<file path="src/adc_8bit_pkg.sv">
package adc_8bit_pkg;

	// register byte offsets
	localparam logic [11:0] ctrl_status_off = 12'h000;
	localparam logic [11:0] result_off      = 12'h004;
	localparam logic [11:0] irq_status_off  = 12'h008;
	localparam logic [11:0] irq_clear_off   = 12'h00C;
	localparam logic [11:0] irq_enable_off  = 12'h010;

	// control/status field positions
	localparam int done_bit    = 7;
	localparam int power_bit   = 5;
	localparam int zero_bit    = 4;
	localparam int chan_hi_bit = 2;
	localparam int chan_lo_bit = 0;
	localparam int chan_width  = 3;
	localparam int data_width  = 8;

	// interrupt event bits
	localparam int irq_done_bit  = 0;
	localparam int irq_ready_bit = 1;
	localparam int irq_width     = 2;

	localparam logic [7:0] reg_reset = 8'h00;

	// conversion timing in hclk cycles
	localparam int conv_cycles        = 64;
	localparam int sample_half_cycles = 63;
	localparam int sample_cycles      = (sample_half_cycles + 1) / 2;
	localparam int step_cycles        = (conv_cycles - sample_cycles) / data_width;

	// stabilization after power on, typical figure
	localparam int stab_time_ns  = 30000;
	localparam int clk_period_ns = 20;
	localparam int stab_cycles   = stab_time_ns / clk_period_ns;

	localparam logic [1:0] htrans_nonseq = 2'h2;

endpackage : adc_8bit_pkg

</file>
<file path="src/sar_if.sv">
`timescale 1ns/10ps
`default_nettype none
interface sar_if;
	logic       run;
	logic       restart;
	logic       comp_high;
	logic       sample;
	logic [7:0] trial_code;
	logic       done;
	logic [7:0] result;

	modport ctrl
	(
		output run,
		output restart,
		output comp_high,
		input  sample,
		input  trial_code,
		input  done,
		input  result
	);

	modport engine
	(
		input  run,
		input  restart,
		input  comp_high,
		output sample,
		output trial_code,
		output done,
		output result
	);
endinterface : sar_if
`default_nettype wire

</file>
<file path="src/adc_8bit_control.sv">
// Operation
// A conversion lasts exactly 64 clock cycles, the first 31.5 of which sample the selected input; here sampling is rounded up to 32 cycles.
// An input at or above the high reference yields code FFh with no overflow indication.
// An input at or below the low reference yields code 00h.
// The result is linear, 255 times the input over the reference span.
// After power on a stabilization wait of typically 30 us passes, then conversions run back to back.
// A finished conversion loads the result register and sets the done flag in bit 7 with no interrupt; here done raises irq if irq_enable bit 0 is set.
// Any write to the control/status register aborts the conversion, clears the done flag and restarts.
// Reading the result register clears the done flag.
// Bits 2 to 0 of the control/status register select analog input 0 to 7.
// Bit 5 turns the converter on, and while it is zero no conversion runs.
// Bit 4 of the control/status register always reads zero.
// Software always writes zero to bits 6 and 3.
// Wait mode does not affect the converter.
// Halt mode disables the converter, and after wakeup the stabilization wait is needed again.
// The result register is read-only, eight bits wide and resets to zero.
// Each conversion overwrites the result, and the done flag holds until cleared by software.
//
// Implementation choices: the AHB-Lite slave port and the register addresses.
`timescale 1ns/10ps
`default_nettype none
module adc_8bit_control
#(
	parameter int stab_cycles = adc_8bit_pkg::stab_cycles
)
(
	input  wire logic        hclk,
	input  wire logic        hresetn,
	input  wire logic        hsel,
	input  wire logic [31:0] haddr,
	input  wire logic [1:0]  htrans,
	input  wire logic        hwrite,
	input  wire logic [2:0]  hsize,
	input  wire logic [31:0] hwdata,
	input  wire logic        hready,
	output var  logic [31:0] hrdata,
	output logic             hreadyout,
	output logic             hresp,
	input  wire logic        halt_mode,
	input  wire logic        comparator_high,
	output var  logic [2:0]  input_channel_select,
	output logic             analog_power,
	output logic             sample_enable,
	output logic [7:0]       trial_code,
	output logic             irq
);
	localparam int stab_width = $clog2(stab_cycles + 1);

	sar_if sar ();

	logic                  converter_power_on;
	logic                  conversion_done_flag;
	logic [7:0]            conversion_result;
	logic                  powered;
	logic                  ready;
	logic [stab_width-1:0] stab_count;
	logic                  ready_rise;
	logic                  comp_meta;
	logic                  comp_sync;
	logic                  wr_pending;
	logic [11:0]           wr_addr;
	logic                  take;
	logic                  rd_take;
	logic                  csr_write;
	logic                  result_read;
	logic [adc_8bit_pkg::irq_width-1:0] irq_status;
	logic [adc_8bit_pkg::irq_width-1:0] irq_enable;
	logic [adc_8bit_pkg::irq_width-1:0] irq_events;
	logic [adc_8bit_pkg::irq_width-1:0] irq_clear;
	logic [31:0]           next_hrdata;

	function automatic logic is_addr(input logic [31:0] a, input logic [11:0] off);
		is_addr = (a[11:0] == off);
	endfunction : is_addr

	// address phase accepted; only whole-word single transfers are expected
	assign take    = hsel && hready && htrans == adc_8bit_pkg::htrans_nonseq;
	assign rd_take = take && !hwrite;

	// zero wait states, always okay
	assign hreadyout = 1'b1;
	assign hresp     = 1'b0;

	always_ff @(posedge hclk or negedge hresetn)
	begin
		if (!hresetn)
		begin
			wr_pending <= 1'b0;
			wr_addr    <= 12'h000;
		end
		else
		begin
			wr_pending <= take && hwrite;
			wr_addr    <= haddr[11:0];
		end
	end

	assign csr_write   = wr_pending && wr_addr == adc_8bit_pkg::ctrl_status_off;
	assign result_read = rd_take && is_addr(haddr, adc_8bit_pkg::result_off);

	// software fields of the control/status register
	always_ff @(posedge hclk or negedge hresetn)
	begin
		if (!hresetn)
		begin
			converter_power_on   <= 1'b0;
			input_channel_select <= adc_8bit_pkg::reg_reset[2:0];
		end
		else if (csr_write)
		begin
			// bits 6 and 3 are expected zero from software and are not stored
			converter_power_on   <= hwdata[adc_8bit_pkg::power_bit]; // see
			input_channel_select <=
				hwdata[adc_8bit_pkg::chan_hi_bit:adc_8bit_pkg::chan_lo_bit];
		end
	end

	// halt removes power; wait mode has no input here at all
	assign powered      = converter_power_on && !halt_mode; // see see
	assign analog_power = powered;

	// stabilization restarts on every power-up, including halt wakeup
	always_ff @(posedge hclk or negedge hresetn)
	begin
		if (!hresetn)
		begin
			stab_count <= '0;
			ready      <= 1'b0;
		end
		else if (!powered)
		begin
			stab_count <= '0;
			ready      <= 1'b0;
		end
		else if (!ready)
		begin
			if (stab_count == stab_width'(stab_cycles - 1))
				ready <= 1'b1;
			else
				stab_count <= stab_count + stab_width'(1);
		end
	end

	assign ready_rise = powered && !ready && stab_count == stab_width'(stab_cycles - 1);

	// comparator comes from the analog core, asynchronous to hclk
	always_ff @(posedge hclk or negedge hresetn)
	begin
		if (!hresetn)
		begin
			comp_meta <= 1'b0;
			comp_sync <= 1'b0;
		end
		else
		begin
			comp_meta <= comparator_high;
			comp_sync <= comp_meta;
		end
	end

	assign sar.run       = ready && powered; // see
	assign sar.restart   = csr_write;
	assign sar.comp_high = comp_sync;

	sar_sequencer u_seq
	(
		.hclk    (hclk),
		.hresetn (hresetn),
		.sar     (sar)
	);

	assign sample_enable = sar.sample;
	assign trial_code    = sar.trial_code;

	// the sequencer's result flop is the register; a second copy on done would lag one conversion
	assign conversion_result = sar.result; // see see

	// a finishing conversion wins over a clear in the same cycle
	always_ff @(posedge hclk or negedge hresetn)
	begin
		if (!hresetn)
			conversion_done_flag <= 1'b0;
		else if (sar.done)
			conversion_done_flag <= 1'b1; // see
		else if (result_read || csr_write)
			conversion_done_flag <= 1'b0; // see
	end

	// optional system interrupt, disabled from reset so the converter stays silent
	assign irq_events[adc_8bit_pkg::irq_done_bit]  = sar.done;
	assign irq_events[adc_8bit_pkg::irq_ready_bit] = ready_rise;
	assign irq_clear = (wr_pending && wr_addr == adc_8bit_pkg::irq_clear_off)
		? hwdata[adc_8bit_pkg::irq_width-1:0] : '0;

	always_ff @(posedge hclk or negedge hresetn)
	begin
		if (!hresetn)
			irq_status <= '0;
		else
			irq_status <= irq_events | (irq_status & ~irq_clear);
	end

	always_ff @(posedge hclk or negedge hresetn)
	begin
		if (!hresetn)
			irq_enable <= '0;
		else if (wr_pending && wr_addr == adc_8bit_pkg::irq_enable_off)
			irq_enable <= hwdata[adc_8bit_pkg::irq_width-1:0];
	end

	assign irq = |(irq_status & irq_enable);

	// read mux sampled at the address phase so data stand from a flop
	always_comb
	begin
		next_hrdata = 32'h0000_0000;
		if (is_addr(haddr, adc_8bit_pkg::ctrl_status_off))
		begin
			next_hrdata[adc_8bit_pkg::done_bit]  = conversion_done_flag;
			next_hrdata[adc_8bit_pkg::power_bit] = converter_power_on;
			next_hrdata[adc_8bit_pkg::zero_bit]  = 1'b0;
			next_hrdata[adc_8bit_pkg::chan_hi_bit:adc_8bit_pkg::chan_lo_bit] = input_channel_select;
		end
		else if (is_addr(haddr, adc_8bit_pkg::result_off))
			next_hrdata[adc_8bit_pkg::data_width-1:0] = conversion_result;
		else if (is_addr(haddr, adc_8bit_pkg::irq_status_off))
			next_hrdata[adc_8bit_pkg::irq_width-1:0] = irq_status;
		else if (is_addr(haddr, adc_8bit_pkg::irq_enable_off))
			next_hrdata[adc_8bit_pkg::irq_width-1:0] = irq_enable;
	end

	always_ff @(posedge hclk or negedge hresetn)
	begin
		if (!hresetn)
			hrdata <= 32'h0000_0000;
		else if (rd_take)
			hrdata <= next_hrdata;
	end
endmodule : adc_8bit_control
`default_nettype wire

</file>
<file path="src/sar_sequencer.sv">
`timescale 1ns/10ps
`default_nettype none
module sar_sequencer
(
	input  wire logic hclk,
	input  wire logic hresetn,
	sar_if.engine     sar
);
	logic [5:0] cycle;
	logic [7:0] code;
	logic [2:0] bit_idx;
	logic       deciding;
	logic [7:0] resolved;

	// bit under trial after the sampling window, msb first
	assign bit_idx  = 3'(7 - int'(cycle[4:2]));
	assign deciding = (cycle >= 6'(adc_8bit_pkg::sample_cycles))
		&& (cycle[1:0] == 2'(adc_8bit_pkg::step_cycles - 1));

	always_comb
	begin
		resolved = code;
		if (!sar.comp_high)
			resolved[bit_idx] = 1'b0; // see see
	end

	always_ff @(posedge hclk or negedge hresetn)
	begin
		if (!hresetn)
			cycle <= '0;
		else if (!sar.run || sar.restart)
			cycle <= '0;
		else
			cycle <= cycle + 6'h01; // see
	end

	always_ff @(posedge hclk or negedge hresetn)
	begin
		if (!hresetn)
			code <= 8'h00;
		// cleared on done too, so the next sampling window never shows the last trial code
		else if (!sar.run || sar.restart || sar.done || cycle < 6'(adc_8bit_pkg::sample_cycles - 1))
			code <= 8'h00;
		else if (cycle == 6'(adc_8bit_pkg::sample_cycles - 1))
			code <= 8'h80;
		else if (deciding && bit_idx != 3'h0)
			code <= resolved | (8'h01 << (bit_idx - 3'h1));
	end

	always_ff @(posedge hclk or negedge hresetn)
	begin
		if (!hresetn)
			sar.result <= 8'h00;
		else if (sar.done)
			sar.result <= resolved;
	end

	// sampling covers the half cycle too, rounded up
	assign sar.sample     = sar.run && cycle < 6'(adc_8bit_pkg::sample_cycles);
	assign sar.trial_code = code;
	assign sar.done       = sar.run && !sar.restart
		&& cycle == 6'(adc_8bit_pkg::conv_cycles - 1);
endmodule : sar_sequencer
`default_nettype wire

</file>
<file path="config.mk">
export PLATFORM = sky130hd
export DESIGN_NAME = adc_8bit_control
export DESIGN_NICKNAME = d
export VERILOG_FILES = /design/src/adc_8bit_pkg.sv /design/src/sar_if.sv /design/src/adc_8bit_control.sv /design/src/sar_sequencer.sv
export SDC_FILE = /design/constraint.sdc
export NUM_CORES = 1
export LEC_CHECK = 0
export CORE_MARGIN = 3
export CORE_UTILIZATION = 30
export DETAILED_ROUTE_END_ITERATION = 7
export DONT_BUFFER_PORTS = 1
export PLACE_DENSITY = 0.54
export SLEW_MARGIN = 40
export SYNTH_ARGS = -nofsm -noshare
export SYNTH_HDL_FRONTEND = slang
export SYNTH_SLANG_ARGS = --single-unit
</file>
<file path="constraint.sdc">
create_clock -name hclk -period 1.76 [get_ports hclk]
set_input_delay 0.264 -clock hclk [delete_from_list [all_inputs] [get_ports hclk]]
set_output_delay 0.264 -clock hclk [all_outputs]
set_load 0.03 [all_outputs]
</file>
---- Word-level counts from Yosys, hierarchy flattened ----
Cells that the tools add are included.
cells by class
  add/sub/neg operators ................... 4
  order comparisons ....................... 5
  eq/ne operators ......................... 12
  shift operators ......................... 1
  muxes and demuxes ....................... 25
  bitwise operators ....................... 7
  reduce and logical (&&, ||, !) cells .... 34
operator list
  kind                                                      count
  two-way mux 11 bit                                        3
  two-way mux 8 bit                                         4
  == test 12 x 4 -> 1 bit, second input constant            2
  == test 12 x 5 -> 1 bit, second input constant            2
  zero test 12 bit                                          2
  logical AND 1 bit                                         18
  == test 12 x 3 -> 1 bit, second input constant            1
  two-way mux 6 bit                                         2
  adder 11 x 1 -> 11 bit, second input constant             1
  == test 11 bit, second input constant                     1
  two-way mux 2 bit                                         5
  two-way mux 1 bit                                         9
  AND 8 bit                                                 1
  inverter 8 bit                                            1
  bitwise OR 8 bit                                          1
  left shift 1 x 3 -> 8 bit, first input constant           1
  adder 6 x 1 -> 6 bit, second input constant               1
  == test 6 x 5 -> 1 bit, second input constant             1
  == test 6 bit, second input constant                      1
  greater-or-equal comparator 6 bit, second input constant  1
  < comparator 6 x 5 -> 1 bit, second input constant        1
  < comparator 6 bit, second input constant                 1
  nonzero test 3 bit                                        2
  zero test 1 bit                                           5
  15 further kinds                                          21
storage, ports and cells
  flip-flop bits (word level) ............. 66
  input port bits ......................... 76
  output and inout port bits .............. 48
  logic and storage cells ................. 103

---- Logic depth before layout (Yosys ltp) ----
  depth after elaboration ................. 12
  gate-level depth with buffers ........... 6

---- Cells and area by module ----
From an unflattened synthesis, not the netlist that was laid out.
unflattened totals
  cell total of the unflattened synthesis .. 292
  area, all modules ....................... 3178.0 sq um
modules (own cells, without submodules)
  module            instances  cells an instance  area an instance (sq um)  seq. area each (sq um)
  adc_8bit_control  1          185                2057.0                    1101.1
  sar_sequencer     1          107                1121.1                    550.5

---- Least setup slack after synthesis ----
Ideal clock, no wire load.
  path kind ............................... input to register
  from .................................... in haddr[0]
  to ...................................... reg hrdata[2]
  data arrival time ....................... 1819 ps
  path slack .............................. -135 ps
  stages .................................. 4
  path buffers ............................ 0
  path through ............................ or4_4 or4_4 or3_4 o21ai_1
between the ends
  longest elaborated chain between the ends .. 3
  elaborated cells on any way between the ends .. 4
ends and longest elaborated chain
  what                     line                     source
  start, declared          adc_8bit_control.sv:30   input wire logic [31:0] haddr,
  == test 12 x 3 -> 1 bit  adc_8bit_control.sv:73   is_addr = (a[11:0] == off);
  two-way mux 6 bit        adc_8bit_control.sv:224  else if (is_addr(haddr, adc_8bit_pkg::result_off))
  two-way mux 3 bit *      adc_8bit_control.sv:217  if (is_addr(haddr, adc_8bit_pkg::ctrl_status_off))
  end signal, assigned     adc_8bit_control.sv:237  hrdata <= next_hrdata;
  end, declared            adc_8bit_control.sv:36   output var logic [31:0] hrdata,
Mark *: on every way between the ends. The rest lies on a longest branch, timed or not.
A chain may end at the register's enable or synchronous reset.

---- Worst setup path in the final report ----
  from .................................... reg wr_addr[7]
  to ...................................... reg u_seq.sar.result[6]
between the ends
  longest elaborated chain between the ends .. 5
ends and longest elaborated chain
  what                    line                    source
  start, declared         adc_8bit_control.sv:61  logic [11:0] wr_addr;
  start signal, assigned  adc_8bit_control.sv:94  wr_addr <= haddr[11:0];
  zero test 12 bit        adc_8bit_control.sv:98  assign csr_write = wr_pending && wr_addr == adc_8bit_pkg::ctrl_status_off;
  logical AND 1 bit       adc_8bit_control.sv:98
  zero test 1 bit         sar_sequencer.sv:61     assign sar.done = sar.run && !sar.restart
  logical AND 1 bit       sar_sequencer.sv:61
  logical AND 1 bit       sar_sequencer.sv:62     && cycle == 6'(adc_8bit_pkg::conv_cycles - 1);
  end signal, assigned    sar_sequencer.sv:55     sar.result <= resolved;
  end, declared           sar_if.sv:31            output result
Every way passes these cells.

==> results by group <==
Worst setup path
  • Critical Path Sink Type: flip-flop
  • CP bufs+invs: 1
  • Crit Path Class: flip-flop to flip-flop
  • Worst setup SP type: flip-flop
  • Worst reg2reg setup slack: 0.10 ns
  • Critical R2R Launch: wr_addr[7]
  • Crit path max-delay cell type: dfrtp_1
  • Worst Path Required: 1.97 ns
  • CP cell instances: nor4_4, nand4_1, nand4_1, buf_6, mux2_2
  • Slowest stage delay, CP: 0.40 ns
  • Most used cell along the critical path: nand4_1
  • CP arrival: 1.87 ns
  • CP delay by family, top: simple AND/OR/NAND/NOR gates
  • Crit path max fanout: 7
  • R2R depth: 5
  • Crit Reg-Reg Endpoint: u_seq.sar.result[6]

Detailed routing
  • Via density per instance: 4.81
  • Avg WL per Cell: 14.8 µm
  • Total wire length: 7.40 mm
  • Via count: 2398
  • Drt first-iter violations: 185
  • Routed Antenna Nets: 0
  • DR DRC count: 0
  • Pre-Repair DR Iteration Count: 4

STA
  • Skew final: 0.0114 ns
  • Endpoints failing setup: 0
  • Fin. Hold Viols: 66
  • Worst Hold Slack: -0.379 ns
  • RSZ-0062 raised after global routing: yes
  • Final Cycle Share: 94.2%
  • Max Clock Freq: 603 MHz
  • Clock period minus worst slack: 1.66 ns
  • Max-slew violations: 0

Logic synthesis
  • Synth cell types: 51
  • Synth Flop Type: dfrtp_1
  • FFs w/ async S/R, synth: 100%
  • Post-Syn Instances: 323
  • Seq cells post-synth: 66
  • Area leader, netlist: dfrtp_1
  • Synth top area cells: dfrtp_1 50%, buf_4 6.0%, nand2_1 3.3%
  • Synth Cell Area: 0.00327 mm²
  • Top-area cell type share of the netlist area: 50.5%
  • Post-synth EDFFs: 0
  • Seq/Total Area, Yosys: 50.5%
  • Mean post-synth cell area: 10.1 µm²
  • YS warnings: 0

Outcome
  • Failing checks: hold timing
  • Status: complete, but fails checks

Floorplanning
  • Die W: 110 µm
  • Die Area: 0.0122 mm²
  • Starting Density: 31.3%
  • Num rows: 37
  • Ports: 124
  • Core ar.: 0.0105 mm²
  • DIE HEIGHT: 110 µm

GRT
  • Global-route wire length before repair: 12.3 mm
  • Global route total overflow: 0
  • Met2 Use GR: 19.0%
  • Vias in the first global route: 2401
  • Met3 usage in global routing: 5.10%
  • Most Used Layer, Global Route: met2
  • GRT met1 Usage: 16.4%
  • GRT Util Overall: 12.5%
  • Antenna violations before repair: 1
  • Largest net degree at the start of global routing: 67

Placed design
  • Post-Place Cells: 465
  • RD Place Congestion: 0.784
  • # port buffers: 0
  • Hpwl dp: 5.24 mm

Final layout
  • Layout Utilization: 36.7%
  • Antenna cells: 0
  • Fillers: 1063
  • Commonest non-fill, non-tap cell in the layout: dfrtp_1
  • Non-filler instance count after layout: 499
  • Ratio of cells with drive above 1 in the final layout: 15.2%
  • NumNets Final: 437
  • Area grow syn2layout: 17.2%
  • Most frequent cells in the layout: 66 x dfrtp_1, 29 x nand2_1, 26 x conb_1

Clock network
  • # clock sinks: 66
  • CTS tree: yes
  • Worst-skew pair later-pin latency: 0.34 ns
  • Reg clk slew, reported paths: 0.07 ns
  • CTS Root Cell: clkbuf_8
  • Hold buffers post-CTS: 13
  • H-tree Lvls: 3
  • Clock buffer depth: 2
  • Num CTS Buffers: 9

Job
  • Max-Cap Viols: 0

Pwr
  • Worst VDD drop: 0.323 mV
  • PD cells: 774 mW/mm²
  • Total Power: 2.97 mW
  • Leak pwr: 1.71 nW

Worst hold path
  • Tightest Hold Check Type: input pin to asynchronous set/reset pin
[stage by stage]
step,instance area [µm²],setup TNS (ns),worst slack [ns]
after floorplan,3380,-0.941,-0.135
after global placement,3470,-1.59,-0.193
after detailed placement,3470,-1.79,-0.204
after CTS,3800,0,0.0348
after global routing,3840,-0.0498,-0.0204
final,3840,0,0.101
[timing repair]
action	4_1_cts	5_1_grt
endpoints found under the hold margin	79	66
setup endpoints to repair	6	5
pin swaps	1	3
buffers inserted	1	4
resized for setup	1	1
[routing by layer]
metal	part of all wire [%]	up-vias
li1	-	1165
met1	45	1154
met2	47	71
met3	7.1	6
met4	0.70	2
met5	0.18	-
[where the power goes]
group	switching, mW	internal, mW	leakage [nW]	total (mW)
registers	0.0447	1.54	0.834	1.59
logic	0.0993	0.0525	0.783	0.152
clock network	0.579	0.651	0.0893	1.23
total	0.723	2.25	1.71	2.97
[logic make-up after synthesis]
group	Yosys count	share of synthesized area (%)
xor gates and xnor gates	8	2.14
and+or+nand+nor	119	20.1
muxes	15	4.89
buffers and inverters	53	9.10
DFF	66	50.5
AOI/OAI and AO/OA	57	11.9
other	2	0.229
adders and majority gates	3	1.15
[state kept, by name, indices dropped and copies added (netlist names)]
name and cells:
converter_power_on 1, hrdata 8, irq_status 2, conversion_done_flag 1, irq_enable 2, u_seq.sar.result 8, comp_meta 1, ready 1
u_seq.sar.trial_code 8, stab_count 11, u_seq.cycle 6, comp_sync 1, wr_pending 1, wr_addr 12, input_channel_select 3
[how the worst max path moves through the flow]
| stage | endpoint | cells after the start | from |
|---|---|---|---|
| after floorplan | hrdata[2] | 4 | haddr[0] |
| after global placement | hrdata[4] | 4 | haddr[9] |
| after detailed placement | hrdata[6] | 4 | haddr[9] |
| after CTS | u_seq.sar.result[6] | 5 | wr_addr[1] |
| after global routing | u_seq.sar.result[3] | 5 | wr_addr[7] |
| final | u_seq.sar.result[6] | 5 | wr_addr[7] |
[cells in the mapped netlist (4+ instances only)]
master and n:
dfrtp_1 66, inv_1 14, clkbuf_1 12, o21ai_0 10, a32oi_1 4, nand3_1 8
mux2i_1 7, nor2b_1 6, mux2_2 8, o211ai_1 4, xor2_1 4, a22o_1 5
xnor2_1 4, o31a_1 4, nand4_1 6, and3_1 6, nand2b_1 11, nand2_1 29
a21oi_1 11, buf_4 26, nor4_1 6, nor2_1 22
[area by class of cell]
type	count	area (µm²)	share of cell area, %
clock buffers	11	131	3.42
clock inverters	5	55.1	1.43
inverters	14	52.6	1.37
multi-input cells	228	1440	37.4
flip-flops and latches	66	1650	43.0
well taps	136	170	4.43
repair buffers	39	342	8.90
(Power assumes the default switching activity.)
